### src/verilog/mstmon_defs.svh
/*
  Constants of the motor status monitor: register offsets, field positions,
  reset values and timing counts. Assumes a 25 MHz core clock.
*/
`ifndef MSTMON_DEFS_SVH
`define MSTMON_DEFS_SVH

`define MSTMON_CLK_HZ        25000000
`define MSTMON_WIN_MS        10
`define MSTMON_WIN_CYC       ((`MSTMON_CLK_HZ / 1000) * `MSTMON_WIN_MS)
`define MSTMON_TICK_CYC      (`MSTMON_CLK_HZ / 1000)

// register byte offsets
`define MSTMON_A_CTRL        8'h00
`define MSTMON_A_NOLOAD      8'h04
`define MSTMON_A_STARTDET    8'h08
`define MSTMON_A_LOCKMAX     8'h0C
`define MSTMON_A_OVLMAX      8'h10
`define MSTMON_A_NOMINAL     8'h14
`define MSTMON_A_FACTOR      8'h18
`define MSTMON_A_FLAGS       8'h1C
`define MSTMON_A_IRQ_STAT    8'h20
`define MSTMON_A_IRQ_MASK    8'h24
`define MSTMON_A_START_CNT   8'h28
`define MSTMON_A_SUCC_CNT    8'h2C
`define MSTMON_A_STOP_CNT    8'h30
`define MSTMON_A_RUN_MS      8'h34
`define MSTMON_A_STRT_MS     8'h38
`define MSTMON_A_STOP_MS     8'h3C
`define MSTMON_A_LAST_STOP   8'h40
`define MSTMON_A_TIME_MS     8'h44

// flag bit positions
`define MSTMON_F_STOP        0
`define MSTMON_F_START       1
`define MSTMON_F_RUN         2
`define MSTMON_F_NORM        3
`define MSTMON_F_OVL         4
`define MSTMON_F_STALL       5
`define MSTMON_F_MISS        6
`define MSTMON_NFLAG         7

`define MSTMON_FACTOR_RST    16'h0100
`define MSTMON_CTRL_RST      32'h0000_0000
`endif

### src/verilog/mstmon_pkg.sv
/*
  Types of the motor status monitor. Assumes nothing of its surroundings.
*/
package mstmon_pkg;
  typedef enum logic [1:0] {
    STOPPED,
    STARTING,
    RUNNING
  } mstmon_state_type;
endpackage : mstmon_pkg

### src/verilog/mstmon_acc.sv
/*
  Saturating event/time counter. Assumes a synchronous one-cycle increment
  and a synchronous clear from the same clock domain.
*/
`timescale 1ns/10ps
module mstmon_acc (
  input  wire logic        core_clk,
  input  wire logic        rst_b,
  input  wire logic        inc,
  input  wire logic        clr,
  output logic      [31:0] count_q
);
  logic [31:0] count_d;

  // saturate rather than wrap so a long history never reads small
  always_comb begin
    count_d = count_q;
    if (clr) begin
      count_d = 32'h0000_0000;
    end else if (inc && count_q != 32'hFFFF_FFFF) begin
      count_d = count_q + 32'h0000_0001;
    end
  end

  always_ff @(posedge core_clk or negedge rst_b) begin
    if (!rst_b) begin
      count_q <= 32'h0000_0000;
    end else begin
      count_q <= count_d;
    end
  end
endmodule : mstmon_acc

### src/verilog/mstmon_top.sv
/*
  Motor status monitor: classifies the motor state from three phase RMS
  currents, keeps counters and time accumulators, AXI4-Lite registers and
  an interrupt. Assumes RMS words arrive from same-clock logic with a
  one-cycle sample strobe once per protection cycle.
*/
`timescale 1ns/10ps
`include "mstmon_defs.svh"
module mstmon_top (
  input  wire logic        core_clk,
  input  wire logic        rst_b,
  input  wire logic        meas_valid,
  input  wire logic [15:0] i_ph1,
  input  wire logic [15:0] i_ph2,
  input  wire logic [15:0] i_ph3,
  input  wire logic [7:0]  s_axi_awaddr,
  input  wire logic        s_axi_awvalid,
  output logic             s_axi_awready,
  input  wire logic [31:0] s_axi_wdata,
  input  wire logic [3:0]  s_axi_wstrb,
  input  wire logic        s_axi_wvalid,
  output logic             s_axi_wready,
  output logic [1:0]       s_axi_bresp,
  output logic             s_axi_bvalid,
  input  wire logic        s_axi_bready,
  input  wire logic [7:0]  s_axi_araddr,
  input  wire logic        s_axi_arvalid,
  output logic             s_axi_arready,
  output logic [31:0]      s_axi_rdata,
  output logic [1:0]       s_axi_rresp,
  output logic             s_axi_rvalid,
  input  wire logic        s_axi_rready,
  output logic [6:0]       flags_q,
  output logic             irq_q
);
  localparam int NF = `MSTMON_NFLAG;
  localparam int WIN = `MSTMON_WIN_CYC;
  localparam int TICK = `MSTMON_TICK_CYC;

  mstmon_pkg::mstmon_state_type state_q, state_d;
  logic [15:0] noload_q, startdet_q, lockmax_q, ovlmax_q, nominal_q;
  logic [15:0] factor_q;
  logic [NF-1:0] ev_en_q, mask_q, stat_q, flags_d, stat_d;
  logic [18:0] low_cnt_q, low_cnt_d, rise_cnt_q, rise_cnt_d;
  logic        rise_arm_q, rise_arm_d;
  logic [15:0] tick_q, tick_d;
  logic [31:0] last_stop_q, last_stop_d;
  logic [15:0] imax, imin;
  logic [31:0] nom_scaled;
  logic        ms_tick, ev_start, ev_succ, ev_stop;
  logic        is_low, all_low, is_sd;
  logic [31:0] start_cnt, succ_cnt, stop_cnt, run_ms, strt_ms, stop_ms;
  logic [31:0] time_ms;
  logic        clr_cnt;

  // largest and smallest phase current
  always_comb begin
    imax = i_ph1;
    imin = i_ph1;
    if (i_ph2 > imax) imax = i_ph2;
    if (i_ph3 > imax) imax = i_ph3;
    if (i_ph2 < imin) imin = i_ph2;
    if (i_ph3 < imin) imin = i_ph3;
  end

  // nominal scaled by factor
  // factor is 8.8 fixed point: service times ambient, set by software
  assign nom_scaled = (32'(nominal_q) * 32'(factor_q)) >> 8;
  assign is_low  = imax < noload_q;
  assign all_low = is_low;
  assign is_sd   = imax > startdet_q && imax > noload_q;

  // millisecond tick for the time accumulators
  assign ms_tick = (tick_q == 16'(TICK - 1));
  always_comb begin
    tick_d = ms_tick ? 16'h0000 : tick_q + 16'h0001;
  end

  always_comb begin
    state_d     = state_q;
    low_cnt_d   = low_cnt_q;
    rise_cnt_d  = rise_cnt_q;
    rise_arm_d  = rise_arm_q;
    last_stop_d = last_stop_q;
    ev_start    = 1'b0;
    ev_succ     = 1'b0;
    ev_stop     = 1'b0;
    if (meas_valid) begin
      low_cnt_d = all_low ? ((low_cnt_q > 19'(WIN)) ? low_cnt_q
                                                    : low_cnt_q + 19'h1)
                          : 19'h0;
      if (all_low) begin
        rise_arm_d = 1'b1;
        rise_cnt_d = 19'h0;
      end else if (rise_arm_q && rise_cnt_q <= 19'(WIN)) begin
        rise_cnt_d = rise_cnt_q + 19'h1;
      end else begin
        rise_arm_d = 1'b0;
      end
      case (state_q)
        mstmon_pkg::STOPPED: begin
          if (is_sd && rise_arm_q && rise_cnt_q <= 19'(WIN)) begin
            state_d    = mstmon_pkg::STARTING;
            ev_start   = 1'b1;
            rise_arm_d = 1'b0;
          end
        end
        mstmon_pkg::STARTING: begin
          if (is_low) begin
            state_d = mstmon_pkg::STOPPED;
            ev_stop = 1'b1;
            last_stop_d = time_ms;
          end else if (imax < ovlmax_q) begin
            state_d = mstmon_pkg::RUNNING;
            ev_succ = 1'b1;
          end
        end
        default: begin
          if (is_low) begin
            state_d = mstmon_pkg::STOPPED;
            ev_stop = 1'b1;
            last_stop_d = time_ms;
          end
        end
      endcase
    end
  end

  // output flags from the next state
  always_comb begin
    flags_d = '0;
    flags_d[`MSTMON_F_START] = state_d == mstmon_pkg::STARTING;
    flags_d[`MSTMON_F_RUN]   = state_d == mstmon_pkg::RUNNING;
    flags_d[`MSTMON_F_STOP]  = state_d == mstmon_pkg::STOPPED &&
                               low_cnt_d > 19'(WIN);
    if (state_d == mstmon_pkg::RUNNING) begin
      flags_d[`MSTMON_F_NORM] = imax >= noload_q &&
                                32'(imax) <= nom_scaled;
      flags_d[`MSTMON_F_OVL]  = 32'(imax) > nom_scaled &&
                                imax <= ovlmax_q;
      flags_d[`MSTMON_F_STALL] = imax > ovlmax_q;
    end
    flags_d[`MSTMON_F_MISS] = state_d != mstmon_pkg::STOPPED &&
                              imin < noload_q && !is_low;
    if (!meas_valid) flags_d = flags_q;
  end

  // flag changes raise enabled events, set wins over clear
  always_comb begin
    stat_d = stat_q;
    if (s_axi_awvalid && s_axi_wvalid && !s_axi_bvalid &&
        s_axi_awaddr == `MSTMON_A_IRQ_STAT) begin
      stat_d = stat_q & ~s_axi_wdata[NF-1:0];
    end
    stat_d = stat_d | ((flags_d ^ flags_q) & ev_en_q);
  end

  // state and status registers
  always_ff @(posedge core_clk or negedge rst_b) begin
    if (!rst_b) begin
      state_q     <= mstmon_pkg::STOPPED;
      low_cnt_q   <= 19'h0;
      rise_cnt_q  <= 19'h0;
      rise_arm_q  <= 1'b0;
      tick_q      <= 16'h0000;
      last_stop_q <= 32'h0000_0000;
      flags_q     <= 7'h00;
      stat_q      <= 7'h00;
      irq_q       <= 1'b0;
    end else begin
      state_q     <= state_d;
      low_cnt_q   <= low_cnt_d;
      rise_cnt_q  <= rise_cnt_d;
      rise_arm_q  <= rise_arm_d;
      tick_q      <= tick_d;
      last_stop_q <= last_stop_d;
      flags_q     <= flags_d;
      stat_q      <= stat_d;
      irq_q       <= |(stat_d & mask_q);
    end
  end

  mstmon_acc u_start (.core_clk(core_clk), .rst_b(rst_b), .inc(ev_start),
                      .clr(clr_cnt), .count_q(start_cnt));
  mstmon_acc u_succ  (.core_clk(core_clk), .rst_b(rst_b), .inc(ev_succ),
                      .clr(clr_cnt), .count_q(succ_cnt));
  mstmon_acc u_stop  (.core_clk(core_clk), .rst_b(rst_b), .inc(ev_stop),
                      .clr(clr_cnt), .count_q(stop_cnt));
  mstmon_acc u_run   (.core_clk(core_clk), .rst_b(rst_b),
                      .inc(ms_tick && state_q == mstmon_pkg::RUNNING),
                      .clr(clr_cnt), .count_q(run_ms));
  mstmon_acc u_strt  (.core_clk(core_clk), .rst_b(rst_b),
                      .inc(ms_tick && state_q == mstmon_pkg::STARTING),
                      .clr(clr_cnt), .count_q(strt_ms));
  mstmon_acc u_stpt  (.core_clk(core_clk), .rst_b(rst_b),
                      .inc(ms_tick && state_q == mstmon_pkg::STOPPED),
                      .clr(clr_cnt), .count_q(stop_ms));
  mstmon_acc u_time  (.core_clk(core_clk), .rst_b(rst_b), .inc(ms_tick),
                      .clr(1'b0), .count_q(time_ms));

  // AXI4-Lite write: address and data taken together, one cycle
  logic        wr_go, rd_go;
  logic [31:0] rdata_d;
  logic        rd_ok;
  assign wr_go = s_axi_awvalid && s_axi_wvalid && !s_axi_bvalid;
  assign rd_go = s_axi_arvalid && !s_axi_rvalid;
  assign clr_cnt = wr_go && s_axi_awaddr == `MSTMON_A_CTRL &&
                   s_axi_wdata[31];

  // read decode; unmapped addresses answer slverr
  always_comb begin
    rdata_d = 32'h0000_0000;
    rd_ok   = 1'b1;
    if (s_axi_araddr == `MSTMON_A_CTRL) rdata_d = {25'h0, ev_en_q};
    else if (s_axi_araddr == `MSTMON_A_NOLOAD) rdata_d = {16'h0, noload_q};
    else if (s_axi_araddr == `MSTMON_A_STARTDET)
      rdata_d = {16'h0, startdet_q};
    else if (s_axi_araddr == `MSTMON_A_LOCKMAX) rdata_d = {16'h0, lockmax_q};
    else if (s_axi_araddr == `MSTMON_A_OVLMAX) rdata_d = {16'h0, ovlmax_q};
    else if (s_axi_araddr == `MSTMON_A_NOMINAL) rdata_d = {16'h0, nominal_q};
    else if (s_axi_araddr == `MSTMON_A_FACTOR) rdata_d = {16'h0, factor_q};
    else if (s_axi_araddr == `MSTMON_A_FLAGS) rdata_d = {25'h0, flags_q};
    else if (s_axi_araddr == `MSTMON_A_IRQ_STAT) rdata_d = {25'h0, stat_q};
    else if (s_axi_araddr == `MSTMON_A_IRQ_MASK) rdata_d = {25'h0, mask_q};
    else if (s_axi_araddr == `MSTMON_A_START_CNT) rdata_d = start_cnt;
    else if (s_axi_araddr == `MSTMON_A_SUCC_CNT) rdata_d = succ_cnt;
    else if (s_axi_araddr == `MSTMON_A_STOP_CNT) rdata_d = stop_cnt;
    else if (s_axi_araddr == `MSTMON_A_RUN_MS) rdata_d = run_ms;
    else if (s_axi_araddr == `MSTMON_A_STRT_MS) rdata_d = strt_ms;
    else if (s_axi_araddr == `MSTMON_A_STOP_MS) rdata_d = stop_ms;
    else if (s_axi_araddr == `MSTMON_A_LAST_STOP) rdata_d = last_stop_q;
    else if (s_axi_araddr == `MSTMON_A_TIME_MS) rdata_d = time_ms;
    else rd_ok = 1'b0;
  end

  // bus registers; lockmax is held for software only
  always_ff @(posedge core_clk or negedge rst_b) begin
    if (!rst_b) begin
      noload_q <= 16'h0000;
      startdet_q <= 16'h0000;
      lockmax_q <= 16'h0000;
      ovlmax_q <= 16'hFFFF;
      nominal_q <= 16'h0000;
      factor_q <= `MSTMON_FACTOR_RST;
      ev_en_q <= 7'h00;
      mask_q <= 7'h00;
      s_axi_awready <= 1'b0;
      s_axi_wready <= 1'b0;
      s_axi_bvalid <= 1'b0;
      s_axi_bresp <= 2'h0;
      s_axi_arready <= 1'b0;
      s_axi_rvalid <= 1'b0;
      s_axi_rresp <= 2'h0;
      s_axi_rdata <= 32'h0000_0000;
    end else begin
      s_axi_awready <= wr_go;
      s_axi_wready <= wr_go;
      s_axi_arready <= rd_go;
      if (wr_go) begin
        s_axi_bvalid <= 1'b1;
        s_axi_bresp <= 2'h0;
        if (s_axi_awaddr == `MSTMON_A_CTRL) ev_en_q <= s_axi_wdata[6:0];
        else if (s_axi_awaddr == `MSTMON_A_NOLOAD)
          noload_q <= s_axi_wdata[15:0];
        else if (s_axi_awaddr == `MSTMON_A_STARTDET)
          startdet_q <= s_axi_wdata[15:0];
        else if (s_axi_awaddr == `MSTMON_A_LOCKMAX)
          lockmax_q <= s_axi_wdata[15:0];
        else if (s_axi_awaddr == `MSTMON_A_OVLMAX)
          ovlmax_q <= s_axi_wdata[15:0];
        else if (s_axi_awaddr == `MSTMON_A_NOMINAL)
          nominal_q <= s_axi_wdata[15:0];
        else if (s_axi_awaddr == `MSTMON_A_FACTOR)
          factor_q <= s_axi_wdata[15:0];
        else if (s_axi_awaddr == `MSTMON_A_IRQ_MASK)
          mask_q <= s_axi_wdata[6:0];
        else if (s_axi_awaddr != `MSTMON_A_IRQ_STAT)
          s_axi_bresp <= 2'h2;
      end else if (s_axi_bready) begin
        s_axi_bvalid <= 1'b0;
      end
      if (rd_go) begin
        s_axi_rvalid <= 1'b1;
        s_axi_rdata <= rdata_d;
        s_axi_rresp <= rd_ok ? 2'h0 : 2'h2;
      end else if (s_axi_rready) begin
        s_axi_rvalid <= 1'b0;
      end
    end
  end

  chk_one_state: assert property (@(posedge core_clk) disable iff (!rst_b)
    $onehot({flags_q[2:1], state_q == mstmon_pkg::STOPPED}))
    else $error("state flags not one-hot");
  chk_start_count: assert property (@(posedge core_clk) disable iff (!rst_b)
    ev_start && !clr_cnt && start_cnt != 32'hFFFF_FFFF |=>
    start_cnt == $past(start_cnt) + 32'h1)
    else $error("start counter missed");
  chk_start_flag: assert property (@(posedge core_clk) disable iff (!rst_b)
    ev_start |=> flags_q[`MSTMON_F_START])
    else $error("starting flag absent");
  chk_run_flag: assert property (@(posedge core_clk) disable iff (!rst_b)
    ev_succ |=> flags_q[`MSTMON_F_RUN] && !flags_q[`MSTMON_F_START])
    else $error("running flag absent");
  chk_miss_phase: assert property (@(posedge core_clk) disable iff (!rst_b)
    flags_q[`MSTMON_F_MISS] |-> state_q != mstmon_pkg::STOPPED)
    else $error("missing phase while stopped");
  chk_stall_run: assert property (@(posedge core_clk) disable iff (!rst_b)
    flags_q[`MSTMON_F_STALL] |-> flags_q[`MSTMON_F_RUN] &&
    !flags_q[`MSTMON_F_OVL])
    else $error("stalled flag inconsistent");
  chk_stop_state: assert property (@(posedge core_clk) disable iff (!rst_b)
    ev_stop |=> state_q == mstmon_pkg::STOPPED &&
    last_stop_q == $past(time_ms))
    else $error("stop not recorded");
  chk_irq_level: assert property (@(posedge core_clk) disable iff (!rst_b)
    ##1 irq_q == |($past(stat_d) & $past(mask_q)))
    else $error("irq level mismatch");
  // stopped flag needs long low time
  chk_stop_delay: assert property (@(posedge core_clk) disable iff (!rst_b)
    $rose(flags_q[`MSTMON_F_STOP]) |-> low_cnt_q > 19'(WIN))
    else $error("stopped flag too early");
  cov_start: cover property (@(posedge core_clk) ev_start);
  cov_run: cover property (@(posedge core_clk) ev_succ);
  cov_stop: cover property (@(posedge core_clk) ev_stop);
  cov_irq: cover property (@(posedge core_clk) $rose(irq_q));
endmodule : mstmon_top
### config.mk
export PLATFORM = sky130hd
export DESIGN_NAME = mstmon_top
export DESIGN_NICKNAME = d
export VERILOG_FILES = /design/src/verilog/mstmon_pkg.sv /design/src/verilog/mstmon_acc.sv /design/src/verilog/mstmon_top.sv
export VERILOG_INCLUDE_DIRS = /design/src /design/src/verilog
export SDC_FILE = /design/constraint.sdc
export NUM_CORES = 2
export LEC_CHECK = 0
export ABC_AREA = 1
export BUFFER_PORTS_ARGS = -buffer_cell sky130_fd_sc_hd__buf_2
export CAP_MARGIN = 20
export CORE_ASPECT_RATIO = 0.8
export CORE_MARGIN = 4
export CORE_UTILIZATION = 37
export DETAILED_ROUTE_END_ITERATION = 16
export PLACE_DENSITY_LB_ADDON = 0.25
export SLEW_MARGIN = 20
export SYNTH_ARGS = -nofsm -noshare
export SYNTH_HDL_FRONTEND = slang
export SYNTH_SLANG_ARGS = --single-unit
### constraint.sdc
create_clock -name core_clk -period 9.2 [get_ports core_clk]
set_input_delay 1.84 -clock core_clk [delete_from_list [all_inputs] [get_ports core_clk]]
set_output_delay 1.84 -clock core_clk [all_outputs]
set_load 0.05 [all_outputs]
==> impl_metrics.yaml <==
global_route:
  first_global_vias: 32100
  grt_max_degree: 123
  grt_pass1_wl_mm: 192
  grt-ovfl-total: 0
  antenna_found_initial: 8
  gr-usage-all-layers: 0.229
routing:
  drt_first_pass_iters: 7
  wl_per_cell_microns: 19.0
  routed_wl_mm: 123
  ant_nets: 0
  vias: 34200
  drtIter0Drc: 3321
  via_per_inst: 5.29
  drc_errors: 0
clock_tree:
  clockBufferDepth: 3
  cts_tree: "yes"
  root_buffer: "clkbuf_16"
  worstSkewPairLatency_ps: 660
  clock_sinks: 476
  numCtsBuffers: 56
  ctsHtreeMaxLevel: 2
  clkTransAtPathRegs_ps: 60
final_layout:
  drive_gt1_frac: 0.0851
  final_cell_area_sq_um: 42100
  nets: 5643
  syn2layout_area_growth_pct: 11.4
timing:
  rsz0062_at_grt: "false"
  maxSlewViolCount: 0
  clock-skew-final_ps: 36.2
  finalSetupTns_ps: 0
  fin_crit_sh: 0.939
  setup_viol: 0
  max_slew_margin: 0.331
  finalHoldViolCount: 0
  setup_slack_ps: 563
  holdWs_ps: 463
  min_period_ps: 8640
  fmax_ghz: 0.116
  tightest_slew_ps: 1000
power:
  irDropWorstVdd_uv: 137
  p_leak_uw: 0.0206
  p_per_area_nw_per_um2: 140
  power_uw: 5880
critical_path:
  crit_type: "reg2reg"
  required_ps: 9720
  rr_startpoint: "nominal_q[5]"
  ff2ff_path_depth: 42
  start_kind: "register"
  cp_slowest_cell: "dfrtp_1"
  cpMostUsedCell: "nand2_1"
  slowest_delay_ps: 650
  arrival_ps: 9160
  path_max_fanout: 11
  rrSetupSlack_ps: 560
  rr_endpoint: "irq_q"
  cp-end-kind: "register"
logic_synthesis:
  synthFlopType: "dfrtp_1"
  postSynthAreaPerCell_sq_um: 7.56
  syn-cell-area_sq_um: 37800
  yosys_warnings: 0
  yosysTopAreaCell: "dfrtp_1"
  synth-seq-cells: 476
  synth_edf_count: 0
  synth_cell_types: 78
  async_flop_share: 1.00
  yosysSeqAreaShare: 0.316
  netlist.area_leader.share: 0.304
  synthTopCellsByArea: "dfrtp_1 (30%), fa_1 (10%), nand2_1 (10%)"
  syn-instance-count: 4992
floorplanning:
  initial_core_util: 0.374
  dieHeight_microns: 294
  dieArea_sq_um: 107000
  fp.dieW_microns: 365
  core.rowCount: 104
  io-pin-count: 157
  coreArea_sq_um: 101000
placed_design:
  dp_slack_ps: 433
  port_buffers: 135
  globalplace.congestion: 0.954
  hpwl_mm: 95.9
  postPlaceCellArea_sq_um: 40100
min_path:
  min_delay_path_depth: 1
  hold_path_end: "tick_q[0]"
  hold_start: "tick_q[0]"
  min_path_type: "reg2reg"
outcome:
  outcome: "completed"
run:
  cap_violations: 0
-- metrics by stage --
stage | util | std cells
2_1_floorplan | - | 4993
3_3_place_gp | 0.398 | 6370
3_5_place_dp | 0.398 | 6370
4_1_cts | 0.416 | 6471
5_1_grt | 0.417 | 6471
6_report | 0.417 | 6472
-- registers in the layout (all words and copies together), names as in the netlist, 16 cells and up --
| name | count |
|---|---|
| low_cnt_q | 19 |
| u_strt.count_q | 32 |
| last_stop_q | 32 |
| u_time.count_q | 32 |
| nominal_q | 16 |
| u_succ.count_q | 32 |
| startdet_q | 16 |
| u_stpt.count_q | 32 |
| u_start.count_q | 32 |
| tick_q | 16 |
| factor_q | 16 |
| noload_q | 16 |
| lockmax_q | 16 |
| u_run.count_q | 32 |
| ovlmax_q | 16 |
| s_axi_rdata | 32 |
| u_stop.count_q | 32 |
| rise_cnt_q | 19 |
-- layer usage --
| metal | GRT usage | vias up | wire [microns] |
|---|---|---|---|
| li1 | - | 16500 | - |
| met1 | 0.368 | 16400 | 61100 |
| met3 | 0.0541 | 120 | 11700 |
| met2 | 0.311 | 1188 | 48600 |
| met5 | 0 | - | 0 |
| met4 | 0.0358 | 0 | 1840 |
-- kinds of logic (layout without fill, tap and decap cells) --
| logic type | count (synthesis) | after routing | synth area share |
|---|---|---|---|
| flip-flops | 476 | 476 | 0.316 |
| XOR/XNOR | 67 | 67 | 0.0155 |
| other | 1 | 3 | 0.0000993 |
| AO/OA/AOI/OAI | 1027 | 1027 | 0.153 |
| multiplexers | 1 | 1 | 0.000265 |
| adder cells (fa/ha/maj) | 432 | 432 | 0.182 |
| buffers and inverters | 1078 | 1231 | 0.108 |
| AND/OR/NAND/NOR | 1910 | 1910 | 0.226 |
-- final cells by class --
type                            instances  area [sq um]
Fill cell                           10500         58900
Clock buffer                           87          1630
Inverter                              905          3400
Multi-Input combinational cell       3439         21800
Timing Repair Buffer                  225          1370
Clock inverter                         14           290
Antenna cell                            1          2.50
Tap cell                             1325          1660
Sequential cell                       476         11900
-- cell usage after synthesis (8+ instances only) --
| master | instances |
|---|---|
| a221oi_1 | 21 |
| o31ai_1 | 8 |
| dfstp_2 | 17 |
| nor3_4 | 8 |
| o21ai_0 | 469 |
| o211ai_1 | 26 |
| nor3b_1 | 10 |
| ha_1 | 239 |
| o221ai_1 | 10 |
| dfrtp_1 | 459 |
| o22ai_1 | 13 |
| nor2_1 | 340 |
| o21ai_1 | 12 |
| nor2_2 | 15 |
| nand3_1 | 158 |
| a211oi_1 | 28 |
| clkinv_1 | 9 |
| inv_2 | 10 |
| inv_1 | 884 |
| buf_1 | 16 |
| o2111ai_1 | 22 |
| a31oi_1 | 17 |
| nand4_1 | 96 |
| nor2_4 | 10 |
| o21a_1 | 21 |
| xor2_1 | 48 |
| a21oi_1 | 338 |
| nor4_1 | 34 |
| nand2_1 | 1021 |
| clkbuf_1 | 147 |
| xnor2_1 | 19 |
| nand2_2 | 11 |
| nor3_2 | 14 |
| nand3_2 | 8 |
| fa_1 | 193 |
| nor3_1 | 149 |
-- how the worst max path moves through the flow --
stage	start	end	slack (ps)	cells after the start
floorplan	factor_q[8]	irq_q	1550	44
global placement	i_ph1[11]	u_stop.count_q[25]	530	40
detailed placement	i_ph1[11]	u_stop.count_q[30]	430	43
CTS	factor_q[9]	irq_q	540	42
global route	factor_q[7]	irq_q	20	42
finish	nominal_q[5]	irq_q	560	42
-- layout by cell type (no fill, tap or decap), types with 9 or more instances in the layout --
cell / count
nand2_1: 1019
inv_1: 884
o21ai_0: 469
dfrtp_1: 457
nor2_1: 339
a21oi_1: 338
ha_1: 239
fa_1: 193
nand3_1: 158
nor3_1: 149
buf_2: 134
nand4_1: 96
buf_4: 89
clkbuf_16: 56
xor2_1: 48
nor4_1: 34
a211oi_1: 28
o211ai_1: 26
o2111ai_1: 22
o21a_1: 21
a221oi_1: 21
clkbuf_1: 20
xnor2_1: 19
a31oi_1: 17
dfstp_2: 17
nor2_2: 16
nor3_2: 14
o22ai_1: 13
o21ai_1: 12
nand2_2: 12
clkbuf_8: 11
nor3b_1: 10
o221ai_1: 10
nor2_4: 10
inv_2: 9
clkinv_1: 9
-- worst max-delay path, delay by kind of cell, from the launching register on --
family	cells	cell delay [ps]
compound gates	7	1340
xor+xnor	1	200
flops	1	650
simple gates	19	2040
buf+inv	7	410
fa+ha+maj	8	3890
-- power breakdown --
group          total [uW]  switching (uW)  internal [uW]
registers            2390             140           2250
clock network        2360             972           1390
logic                1130             778            354
-- what timing repair did --
action / 4_1_cts / 5_1_grt
gates resized for setup: 0 / 2
setup buffers: 0 / 0
setup endpoints to repair: 0 / 1
hold buffers: 0 / 0
Power figures use the tool's default switching activity.
